**src/shp_defs.vh**
```
// constants for the serial host port block
`ifndef SHP_DEFS_VH
`define SHP_DEFS_VH
// *****************************************************************
// register addresses (7-bit address space)
// *****************************************************************
`define SHP_ADDR_W          7
`define SHP_ADDR_GPIO       7'h01
`define SHP_ADDR_GLB_CFG    7'h02
`define SHP_ADDR_INT_MASK   7'h03
`define SHP_ADDR_INT_STAT   7'h04
// *****************************************************************
// field positions and reset values
// *****************************************************************
`define SHP_GPIO_DIR_LO     0
`define SHP_GPIO_LVL_LO     2
`define SHP_GLB_CFG_INT_LO  2
`define SHP_GLB_CFG_INT_PP  2
`define SHP_GLB_CFG_INT_HI  3
`define SHP_GPIO_RST        8'h00
`define SHP_GLB_CFG_RST     8'h00
`define SHP_MASK_RST        8'hff
// *****************************************************************
// timing
// *****************************************************************
`define SHP_CLK_MHZ         50
`define SHP_RST_MAX_NS      2000
`define SHP_RST_CYC         ((`SHP_RST_MAX_NS * `SHP_CLK_MHZ) / 1000)
`endif

```
**src/shp_top.v**
```verilog
// serial host port with interrupt pin and general purpose pins
`include "shp_defs.vh"

// Operation
// - each gpio pin direction comes from gpio register bits 1 and 0.
// - input gpio pins show their sensed level in bits 3 and 2.
// - output gpio pins drive the level written to bits 3 and 2.
// - low reset pin resets all; internal reset sequence ends within 2 us.
// - interrupt pin asserts while any unmasked source is pending.
// - global config bits 3..2 pick interrupt drive style and active level.
// - address then data bits on serial_in are taken on rising shift clock.
// - serial_out changes on falling shift clock edges.
module shp_top #(
    parameter RST_CYC = `SHP_RST_CYC
) (
    input  wire       core_clk,
    input  wire       rst_n,
    input  wire       cs_n,
    input  wire       sclk,
    input  wire       serial_in,
    output reg        serial_out,
    output reg        serial_out_oe,
    input  wire [1:0] gpio_in,
    output reg  [1:0] gpio_out,
    output reg  [1:0] gpio_oe,
    input  wire [7:0] int_src,
    output reg        int_out,
    output reg        int_oe,
    output reg        ready
);
    // *****************************************************************
    // pin synchronisers
    // *****************************************************************
    // pins enter lsb first: sclk, serial_in, select, gpio, sources
    wire [12:0] pins_s;
    shp_sync #(.W(13)) u_sync (
        .core_clk (core_clk),
        .rst_n    (rst_n),
        .d        ({int_src, gpio_in, ~cs_n, serial_in, sclk}),
        .q        (pins_s)
    );
    // cs_n inverted through the synchroniser so reset reads as deselected
    wire       sclk_s = pins_s[0];
    wire       sel_s  = pins_s[2];
    wire       din_s  = pins_s[1];
    wire [1:0] gpi_s  = pins_s[4:3];
    wire [7:0] src_s  = pins_s[12:5];

    reg        sclk_d_reg;
    reg        sel_d_reg;
    always @(posedge core_clk or negedge rst_n) begin
        if (!rst_n) begin
            sclk_d_reg <= 1'b0;
            sel_d_reg  <= 1'b0;
        end else begin
            sclk_d_reg <= sclk_s;
            sel_d_reg  <= sel_s;
        end
    end
    wire sclk_rise = sclk_s & ~sclk_d_reg;
    wire sclk_fall = ~sclk_s & sclk_d_reg;
    wire sel_start = sel_s & ~sel_d_reg;

    // *****************************************************************
    // reset sequence
    // *****************************************************************
    // held off until the counter reaches RST_CYC - 2; ready rises one cycle inside the 2 us bound
    reg [15:0] rst_cnt_reg;
    always @(posedge core_clk or negedge rst_n) begin
        if (!rst_n) begin
            rst_cnt_reg <= 16'h0000;
            ready       <= 1'b0;
        end else if (!ready) begin
            rst_cnt_reg <= rst_cnt_reg + 16'h0001;
            if (rst_cnt_reg >= RST_CYC[15:0] - 16'h0002)
                ready <= 1'b1;
        end
    end

    // *****************************************************************
    // serial frame: r/w bit, 7 address bits, 8 data bits
    // *****************************************************************
    localparam ST_IDLE = 3'b001;
    localparam ST_ADDR = 3'b010;
    localparam ST_DATA = 3'b100;

    reg [2:0]  st_reg;
    reg [3:0]  bit_cnt_reg;
    reg [7:0]  shift_reg;
    reg        rd_reg;
    reg [6:0]  addr_reg;
    reg [7:0]  tx_reg;
    reg [7:0]  gpio_reg;
    reg [7:0]  global_config_reg;
    reg [7:0]  mask_reg;
    reg [7:0]  pend_reg;
    reg        wr_stb;

    wire [7:0] gpio_rd = {gpio_reg[7:4],
        (gpio_reg[1] ? gpio_reg[3] : gpi_s[1]),
        (gpio_reg[0] ? gpio_reg[2] : gpi_s[0]),
        gpio_reg[1:0]};

    function [7:0] rd_mux;
        input [6:0] a;
        begin
            case (a)
                `SHP_ADDR_GPIO:     rd_mux = gpio_rd;
                `SHP_ADDR_GLB_CFG:  rd_mux = global_config_reg;
                `SHP_ADDR_INT_MASK: rd_mux = mask_reg;
                `SHP_ADDR_INT_STAT: rd_mux = pend_reg;
                default:            rd_mux = 8'h00;
            endcase
        end
    endfunction

    always @(posedge core_clk or negedge rst_n) begin
        if (!rst_n) begin
            st_reg      <= ST_IDLE;
            bit_cnt_reg <= 4'h0;
            shift_reg   <= 8'h00;
            rd_reg      <= 1'b0;
            addr_reg    <= 7'h00;
            tx_reg      <= 8'h00;
            wr_stb      <= 1'b0;
        end else begin
            wr_stb <= 1'b0;
            if (!sel_s || !ready) begin
                st_reg <= ST_IDLE;
            end else if (sel_start) begin
                st_reg      <= ST_ADDR;
                bit_cnt_reg <= 4'h0;
            end else if (sclk_rise) begin
                shift_reg   <= {shift_reg[6:0], din_s};
                bit_cnt_reg <= bit_cnt_reg + 4'h1;
                case (st_reg)
                    ST_ADDR: begin
                        if (bit_cnt_reg == 4'h7) begin
                            rd_reg      <= shift_reg[6];
                            addr_reg    <= {shift_reg[5:0], din_s};
                            tx_reg      <= rd_mux({shift_reg[5:0], din_s});
                            bit_cnt_reg <= 4'h0;
                            st_reg      <= ST_DATA;
                        end
                    end
                    ST_DATA: begin
                        if (bit_cnt_reg == 4'h7) begin
                            wr_stb <= ~rd_reg;
                            st_reg <= ST_IDLE; // one byte per access
                        end
                    end
                    default: st_reg <= ST_IDLE;
                endcase
            end else if (sclk_fall && st_reg == ST_DATA && rd_reg && bit_cnt_reg != 4'h0) begin
                tx_reg <= {tx_reg[6:0], 1'b0};
            end
        end
    end

    // *****************************************************************
    // serial output, read data msb first
    // *****************************************************************
    always @(posedge core_clk or negedge rst_n) begin
        if (!rst_n) begin
            serial_out    <= 1'b0;
            serial_out_oe <= 1'b0;
        end else begin
            serial_out_oe <= sel_s & ready;
            if (sclk_fall && st_reg == ST_DATA && rd_reg)
                serial_out <= (bit_cnt_reg == 4'h0) ? tx_reg[7] : tx_reg[6];
        end
    end

    // *****************************************************************
    // registers, written at the end of a write frame
    // *****************************************************************
    wire [7:0] wdata = shift_reg;
    always @(posedge core_clk or negedge rst_n) begin
        if (!rst_n) begin
            gpio_reg          <= `SHP_GPIO_RST;
            global_config_reg <= `SHP_GLB_CFG_RST;
            mask_reg          <= `SHP_MASK_RST;
            pend_reg          <= 8'h00;
        end else begin
            if (wr_stb && addr_reg == `SHP_ADDR_GPIO)
                gpio_reg <= wdata;
            if (wr_stb && addr_reg == `SHP_ADDR_GLB_CFG)
                global_config_reg <= wdata;
            if (wr_stb && addr_reg == `SHP_ADDR_INT_MASK)
                mask_reg <= wdata;
            // write one to clear; a new event in the same cycle wins
            if (wr_stb && addr_reg == `SHP_ADDR_INT_STAT)
                pend_reg <= (pend_reg & ~wdata) | src_s;
            else
                pend_reg <= pend_reg | src_s;
        end
    end

    // *****************************************************************
    // pins: gpio and interrupt
    // *****************************************************************
    wire irq = |(pend_reg & ~mask_reg);
    wire pp  = global_config_reg[`SHP_GLB_CFG_INT_PP];
    wire ahi = global_config_reg[`SHP_GLB_CFG_INT_HI];
    always @(posedge core_clk or negedge rst_n) begin
        if (!rst_n) begin
            gpio_out <= 2'b00;
            gpio_oe  <= 2'b00;
            int_out  <= 1'b0;
            int_oe   <= 1'b0;
        end else begin
            gpio_oe  <= gpio_reg[`SHP_GPIO_DIR_LO+1:`SHP_GPIO_DIR_LO];
            gpio_out <= gpio_reg[`SHP_GPIO_LVL_LO+1:`SHP_GPIO_LVL_LO];
            // open drain only pulls toward the active level
            int_out  <= irq ~^ ahi;
            int_oe   <= pp | irq;
        end
    end
endmodule // shp_top

```
**src/shp_sync.v**
```verilog
// two flip-flop synchroniser for pin inputs
module shp_sync #(
    parameter W = 1
) (
    input  wire         core_clk,
    input  wire         rst_n,
    input  wire [W-1:0] d,
    output wire [W-1:0] q
);
    reg [W-1:0] meta_reg;
    reg [W-1:0] sync_reg;

    always @(posedge core_clk or negedge rst_n) begin
        if (!rst_n) begin
            meta_reg <= {W{1'b0}};
            sync_reg <= {W{1'b0}};
        end else begin
            meta_reg <= d;
            sync_reg <= meta_reg;
        end
    end

    assign q = sync_reg;
endmodule // shp_sync

```
**config.mk**
```make
export PLATFORM = sky130hd
export DESIGN_NAME = shp_top
export DESIGN_NICKNAME = d
export VERILOG_FILES = /design/src/shp_top.v /design/src/shp_sync.v
export VERILOG_INCLUDE_DIRS = /design/src /design/src/src
export SDC_FILE = /design/constraint.sdc
export NUM_CORES = 1
export LEC_CHECK = 0
export BUFFER_PORTS_ARGS = -buffer_cell sky130_fd_sc_hd__buf_2
export CAP_MARGIN = 20
export CORE_ASPECT_RATIO = 1.75
export CORE_UTILIZATION = 35
export DETAILED_ROUTE_END_ITERATION = 8
export GPL_ROUTABILITY_DRIVEN = 0
export MAX_ROUTING_LAYER = met4
export PLACE_DENSITY = 0.51
export SYNTH_ARGS = -nofsm -noshare
export SYNTH_HDL_FRONTEND = slang
export SYNTH_SLANG_ARGS = --single-unit
```
**constraint.sdc**
```tcl
create_clock -name core_clk -period 3.9 [get_ports core_clk]
set_input_delay 0.78 -clock core_clk [delete_from_list [all_inputs] [get_ports core_clk]]
set_output_delay 0.78 -clock core_clk [all_outputs]
set_load 0.05 [all_outputs]
```
; Yosys cells after proc, flatten, opt, wreduce, memory -nomap -nowiden
; Index checks and enable logic that the tools add are counted.
[totals]
latchBits = 0
rom_bits = 0
inputBits = 15
n_memories = 0
mem_bits_rw = 0
word_cells = 107
reg_bits = 117
[classes]
n_bitwise = 19
n_eq_ne = 15
add_sub_neg = 2
n_div = 0
muxes = 26
reduce_logical = 21
n_lt_le_gt_ge = 1
n_shift = 0
multipliers = 0
[op_table]
columns = cell, count
row1 = $mux 8, 5
row2 = $pmux 8 s4, 1
row3 = $eq 7x2->1 const B, 4
row4 = $add 16x1->16 const B, 1
row5 = $and 8x8->8, 2
row6 = $ge 16x7->1 const B, 1
row7 = $mux 4, 4
row8 = $not 8->8, 2
row9 = $or 8x8->8, 2
row10 = $mux 3, 5
row11 = $eq 7x1->1 const B, 2
row12 = $eq 7x3->1 const B, 2
row13 = $mux 1, 10
row14 = $reduce_and 5->1, 2
row15 = $ne 4x4->1 const B, 2
row16 = $reduce_or 8->1, 1
row17 = $logic_and 1x1->1, 7
row18 = $not 1->1, 7
row19 = $pmux 3 s2, 1
row20 = $reduce_and 3->1, 2
row21 = $add 4x1->4 const B, 1
row22 = $and 1x1->1, 4
row23 = $eq 4x3->1 const B, 1
row24 = $logic_not 4->1, 1
row25 = 11 further kinds, 14

; Logic depth before layout (Yosys ltp)
; Gate-level depths: netlist of the first run.
[logic_depth]
word_depth = 7
depth_mapped = 7

; Cells and area by module
; From an unflattened synthesis of the first run, not the netlist that was laid out.
[unflattened]
hier_cells = 387
hier_area_um2 = 4805.9
[by_module_without_submodules]
columns = module, seq_area_each_um2, area_per_inst_um2, n_inst, cells_per_inst
row1 = shp_top, 2288.4, 4155.2, 1, 361
row2 = shp_sync, 650.6, 650.6, 1, 26

; Worst setup path after synthesis of the first run
; OpenSTA, ideal clock, no wires.
[synth_timing]
path_kind = register -> register
start = reg st_reg[1]
end = reg tx_reg[4]
t_arrival_ps = 1989
path_slack_ps = 1786
stages_incl_launch_ff = 6
path_buffers = 1
required_ps = 3775
path_cell_list = dfrtp_1 -> or3b_1 -> or4_1 -> buf_2 -> a21oi_4 -> mux2_4
[synth_via]
elab_chain_cells = 6
word_cells_on_any_way = 8
[synth_lines]
columns = element, line_no
row1 = "start, declared", shp_top.v:87  ; reg [2:0] st_reg;
row2 = "start signal, assigned", shp_top.v:119  ; st_reg <= ST_IDLE;
row3 = "start signal, assigned", shp_top.v:129  ; st_reg <= ST_IDLE;
row4 = "start signal, assigned", shp_top.v:131  ; st_reg <= ST_ADDR;
row5 = $eq 3x3->1, shp_top.v:154  ; end else if (sclk_fall && st_reg == ST_DATA && rd_reg && bit_cnt_reg != 4'h0) begin
row6 = $logic_and 1x1->1 (3 in series), shp_top.v:154
row7 = $reduce_bool 2->1 (no source line), n/a
row8 = $reduce_and 5->1 (no source line) *, n/a
row9 = "end signal, assigned", shp_top.v:141  ; tx_reg <= rd_mux({shift_reg[5:0], din_s});
row10 = "end signal, assigned", shp_top.v:155  ; tx_reg <= {tx_reg[6:0], 1'b0};
row11 = "end, declared", shp_top.v:92  ; reg [7:0] tx_reg;
; Every way passes the cells marked *; elsewhere a longest branch is shown, timed or not.
; A chain may end at the register's enable or synchronous reset.

; Worst setup path in the final report of the first run
[layout_timing]
start = reg sclk_d_reg
end = reg tx_reg[4]
[layout_via]
elab_chain_cells = 6
word_cells_on_any_way = 11
[layout_lines]
columns = element, line_no
row1 = "start, declared", shp_top.v:49  ; reg sclk_d_reg;
row2 = "start signal, assigned", shp_top.v:56  ; sclk_d_reg <= sclk_s;
row3 = $and 1x1->1, shp_top.v:61  ; wire sclk_fall = ~sclk_s & sclk_d_reg;
row4 = $logic_and 1x1->1 (3 in series), shp_top.v:154
row5 = $reduce_bool 2->1 (no source line), n/a
row6 = $reduce_and 5->1 (no source line), n/a
; Parallel ways exist; a longest one is shown, timed or not.

==> results.json, run 1 <==
{
  "outcome": "finished, final reports clean",
  "grt_pass1_vias": 3342,
  "drc_errors": 0,
  "grt_pass1_wl_mm": 17.1,
  "yosysMostFrequentCell": "dfrtp_1",
  "synth_fp_nets": 407,
  "report.final.slew_viol_count": 0,
  "numCtsBuffers": 17,
  "dp.cells": 571,
  "reg2reg_to": "tx_reg[4]",
  "routedWlPerCell_um": 16.8,
  "cts_buffer_depth": 2,
  "min_from": "u_sync.meta_reg[10]",
  "p_int_uw": 2310,
  "comb_power_share_pct": 1.5,
  "switchingPower_uw": 563,
  "powerDensity_nw_per_um2": 497,
  "max_slew_margin_pct": 30.8,
  "synth-edff-count": 0,
  "syn_avg_cell_area_um2": 12.7,
  "skew_ns": 0.00862,
  "drt_iter0_markers": 142,
  "area_growth_pct": 17.7,
  "critical_path_class": "reg2reg",
  "grt_antenna_before_repair": 0,
  "dr.pass1.iters": 4,
  "start_util_pct": 36.3,
  "viasPerCell": 5.00,
  "hold_path_class": "reg2reg",
  "ios": 24,
  "crit_required_ns": 4.19,
  "post-cts-setup-buffer-count": 0,
  "grt_usage_pct": 15.7,
  "dp_hpwl_mm": 7.04,
  "path_clk_slew_ns": 0.06,
  "postRouteAntennaNets": 0,
  "synth-main-ff-cell": "dfrtp_1",
  "holdWs_ns": 0.344,
  "synth_seq_cells": 117,
  "setup_slack_ns": 1.58,
  "pwr-share-seq_pct": 43.1,
  "critPathLaunchType": "flip-flop",
  "ys_seq_area_share_pct": 59.8,
  "n_antenna_cell": 0,
  "ff2ff_path_depth": 4,
  "ys_async_sr_fraction_pct": 100,
  "cts_hold_buf": 0,
  "crit_path_end_kind": "flip-flop",
  "fmax_mhz": 431,
  "fin_setup_tns_ns": 0,
  "die_x_um": 91.6,
  "switching_share_pct": 19.6,
  "finalNonFillerCells": 603,
  "synth_top_area_share_pct": 55.0,
  "drive_gt1_share_pct": 23.5,
  "synth_warnings": 0,
  "setup.worst_path.start": "sclk_d_reg",
  "utilization_pct": 42.7,
  "crit_end": "tx_reg[4]",
  "grt_overflow": 0,
  "ctsResizeCount": 0,
  "maxCapViolCount": 0,
  "core_um2": 13500,
  "r2r_start": "sclk_d_reg",
  "clkPwrFrac_pct": 55.4,
  "syn_inst": 388,
  "vias": 3018,
  "fin_nets": 435,
  "vdd.ir_drop.worst_v": 0.000337,
  "r2r_slack_ns": 1.58,
  "cts_tree": "yes",
  "critical_path_arrival_ns": 2.61,
  "synthTopCellsByArea": "dfrtp_1 55%, mux2_2 6.4%, dfstp_2 4.8%",
  "setup_viol": 0,
  "fin_crit_sh_pct": 59.5,
  "htreeDepth": 4,
  "synth.distinct_cells": 54,
  "pre_cts_ws_ns": 1.58,
  "path_max_fanout": 16,
  "io_buffer_count": 23,
  "die_area_um2": 14500,
  "grt_setup_unrepaired": "false",
  "rows": 56,
  "grt_max_degree": 59,
  "largest_reg_flops": 16,
  "p_leak_uw": 0.00262,
  "die_h_um": 159,
  "synth_area_leader_cell": "dfrtp_1",
  "cts_root_buf": "clkbuf_16",
  "ys_top_cells_by_count": "108 x dfrtp_1, 28 x mux2_2, 28 x nand2_1, 20 x inv_1",
  "period_needed_ns": 2.32,
  "wl_mm": 10.1,
  "final-hold-violation-count": 0,
  "clock_sinks": 117,
  "syn_area_um2": 4910,
  "tightest_slew_ns": 1.04,
  "clk_latency_ns": 0.41
}
## area by class of cell
class | instances | area, um2
Clock buffer | 24 | 492
Clock inverter | 8 | 121
Fill cell | 1270 | 7740
Inverter | 20 | 75.1
Multi-Input combinational cell | 234 | 1800
Sequential cell | 117 | 2940
Tap cell | 174 | 218
Timing Repair Buffer | 26 | 140
## cells in the final DEF, fill, tap and decap left out, types with 3 or more instances in the layout
cell and instances:
mux2_1 9, clkbuf_16 17, a2bb2oi_1 3, nor3_1 9, buf_2 22, a21o_1 9, nor2_1 12, or4_1 6
a21oi_1 4, mux2i_1 12, buf_4 4, nand3b_1 11, o21ai_0 12, nor4_1 6, nand2_1 28, clkbuf_1 3
nand4b_1 4, clkbuf_8 4, a221oi_1 3, a211oi_1 6, or4bb_1 4, xnor2_1 10, xor2_1 7, dfrtp_1 108
nand2b_1 5, nand3_1 6, dfstp_2 9, o22ai_1 5, ha_1 4, inv_1 20, mux2_2 28, bufinv_16 3
clkinv_2 3
## through the flow
| stage | area (um2) | power, uW |
|---|---|---|
| 2_1_floorplan | 4910 | 1270 |
| 3_3_place_gp | 5170 | 1300 |
| 3_5_place_dp | 5170 | 1300 |
| 4_1_cts | 5780 | 2910 |
| 5_1_grt | 5780 | 2970 |
| 6_report | 5780 | 2870 |
## routing by layer
metal / routed length, um / vias up / GRT usage, %
met4: 228 / 0 / 7.94
met1: 4230 / 1519 / 17.1
li1: - / 1440 / -
met3: 211 / 13 / 3.40
met5: 0 / - / -
met2: 5450 / 46 / 26.6
## power groups by stage
stage	Combinational, uW	Clock (uW)	Sequential [uW]
6_report	42.8	1590	1240
5_1_grt	50.0	1680	1240
4_1_cts	45.6	1630	1240
3_5_place_dp	45.5	0	1260
3_3_place_gp	44.4	0	1260
2_1_floorplan	10.9	0	1260
## worst max-delay path, stage by stage, from the launching register on
cell and delay, ns:
dfrtp_1 0.37, nand2b_1 0.42, or4_1 0.75, a21oi_4 0.33, mux2_4 0.33
## worst min path at each step
stage                         endpoint  cells past startpoint
after floorplan            u_sync.q[0]                      0
after global placement    u_sync.q[10]                      0
after CTS                 u_sync.q[11]                      0
after detailed placement  u_sync.q[11]                      0
after global routing      u_sync.q[11]                      0
final                     u_sync.q[10]                      0
## kinds of logic after synthesis
family                     Yosys count  share of synthesized area, %
adders and majority gates            4                          1.02
buffers and inverters               37                          3.62
and+or+nand+nor                    107                          13.0
xor gates and xnor gates            17                          3.03
DFF                                117                          59.8
muxes                               51                          11.5
AOI/OAI and AO/OA                   55                          8.00
No activity file was read; power rests on OpenSTA's default activity.
==> run 2: changes to the inputs <==
Clock period 3.9 ns to 2.25 ns, I/O delays scaled along.
==> run 2 against run 1 <==
- count of clock-buffer cells in the layout is 1 lower
- critical path depth stayed put
- sequential power is 73% higher
- cell count is 3.3% higher
- worst hold slack worse by 0.20 ns
- clock power is 70% higher
- first-iteration DRC count is 15% higher
- non-clock buffer count is 20 higher
- critical path type unchanged
- largest cell class unchanged
- highest routed layer unchanged
==> results.json, run 2 (synthesis results as in run 1) <==
{
  "drive_gt1_share_pct": 26.9,
  "path_max_fanout": 5,
  "layout_commonest_cell": "dfrtp_1",
  "vias": 3053,
  "mostFrequentLayoutCells": "108 x dfrtp_1, 28 x nand2_1, 28 x mux2_2, 22 x buf_2, 21 x buf_4",
  "max_slew_margin_pct": 60.7,
  "worstHoldEndpoint": "u_sync.meta_reg[6]",
  "area_growth_pct": 21.1,
  "htreeDepth": 4,
  "p_leak_uw": 0.00272,
  "rows": 56,
  "r2r_start": "st_reg[1]",
  "slowest_delay_ns": 0.66,
  "reg2reg_to": "tx_reg[6]",
  "fin_crit_sh_pct": 95.5,
  "wl_mm": 9.84,
  "min_from": "int_src[1]",
  "outcome": "finished, final reports clean",
  "ff2ff_path_depth": 4,
  "crit_path_end_kind": "flip-flop",
  "routedWlPerCell_um": 15.8,
  "viasPerCell": 4.90,
  "r2r_slack_ns": 0.10,
  "tightest_slew_ns": 0.584,
  "critPathLaunchType": "flip-flop",
  "clk_latency_ns": 0.41,
  "critical_path_arrival_ns": 2.43,
  "fin_setup_tns_ns": 0,
  "cts_tree": "yes",
  "post-cts-setup-buffer-count": 0,
  "grt_overflow": 0,
  "die_x_um": 91.6,
  "final-hold-violation-count": 0,
  "setup_viol": 0,
  "fillers": 1237,
  "skew_ns": 0.00978,
  "grt_pass1_vias": 3274,
  "clock_sinks": 117,
  "report.final.slew_viol_count": 0,
  "cts_buffer_depth": 2,
  "grt_setup_unrepaired": "false",
  "n_antenna_cell": 0,
  "fmax_mhz": 466,
  "numCtsBuffers": 17,
  "ios": 24,
  "hold_path_class": "in2reg",
  "dr.pass1.iters": 4,
  "drt_iter0_markers": 163,
  "io_buffer_count": 23,
  "period_needed_ns": 2.15,
  "grt_pass1_wl_mm": 16.5,
  "grt_usage_pct": 15.3,
  "critical_path_class": "reg2reg",
  "fin_nets": 455,
  "crit_chain": "or3b_1 -> or4_1 -> a21oi_4 -> mux2_4",
  "largest_reg_flops": 16,
  "critPathBufInv": 0,
  "crit_required_ns": 2.54,
  "grt_max_degree": 61,
  "core_um2": 13500,
  "die_h_um": 159,
  "whs_path_depth": 1,
  "crit_slowest_cell": "or4_1",
  "powerDensity_nw_per_um2": 828,
  "vdd.ir_drop.worst_v": 0.000652,
  "die_area_um2": 14500,
  "drc_errors": 0,
  "path_clk_slew_ns": 0.05,
  "grt_antenna_before_repair": 0,
  "maxCapViolCount": 0,
  "cts_root_buf": "clkbuf_16",
  "start_util_pct": 36.3,
  "postRouteAntennaNets": 0,
  "dp_hpwl_mm": 7.01,
  "cp_top_family": "simple AND/OR/NAND/NOR gates",
  "totalPowerFinal_uw": 4930
}
[run 2: cell count changes in the layout (fill, tap and decap cells not counted), sizes merged]
cell | before | now
clkbuf | 24 | 23
buf | 26 | 45
dlygate4sd3 | 0 | 1
clkinvlp | 1 | 2
[run 2: worst max path at each step]
stage / start / to / slack, ns / cells after the start
2_1_floorplan: st_reg[1] / tx_reg[4] / 0.14 / 5
3_3_place_gp: bit_cnt_reg[0] / addr_reg[0] / 0.12 / 5
3_5_place_dp: bit_cnt_reg[0] / addr_reg[0] / 0.07 / 5
4_1_cts: bit_cnt_reg[1] / addr_reg[0] / 0.03 / 5
5_1_grt: st_reg[1] / tx_reg[3] / 0.01 / 5
6_report: st_reg[1] / tx_reg[6] / 0.10 / 4
[run 2: area by class of cell]
class,count,area (um2),area share [%]
inverters,20,75.1,1.26
multi-input cells,234,1800,30.3
clock buffers,23,468,7.86
well taps,174,218,3.66
flip-flops and latches,117,2940,49.4
clock inverters,9,129,2.17
repair buffers,46,318,5.34
[run 2: power breakdown]
group	switching, uW	internal, uW	total, uW
clock	909	1790	2700
sequential	11.8	2130	2140
combinational	57.4	22.9	80.3
total	978	3950	4930
[run 2: routing by layer]
| metal | wire length (um) | track usage [%] |
|---|---|---|
| met1 | 4170 | 16.7 |
| met2 | 5340 | 26.9 |
| met3 | 195 | 2.92 |
| met4 | 141 | 6.35 |
| met5 | 0 | - |
[run 2: timing repair]
item,in CTS,in global routing
endpoints found under the setup margin,0,12
hold endpoints to repair,23,0
gates resized for setup,0,2
hold buffers,1,0
[run 2: metrics by stage]
step | utilization [%] | worst slack [ns] | hold slack, ns | instances | cell area [um2]
floorplan | - | 0.136 | 0.154 | 388 | 4910
global placement | 39.5 | 0.122 | 0.332 | 590 | 5340
detailed placement | 39.5 | 0.0671 | 0.335 | 590 | 5340
CTS | 43.9 | 0.0329 | 0.133 | 623 | 5940
global route | 44.0 | 0.0116 | 0.135 | 623 | 5950
finish | 44.0 | 0.102 | 0.145 | 623 | 5950
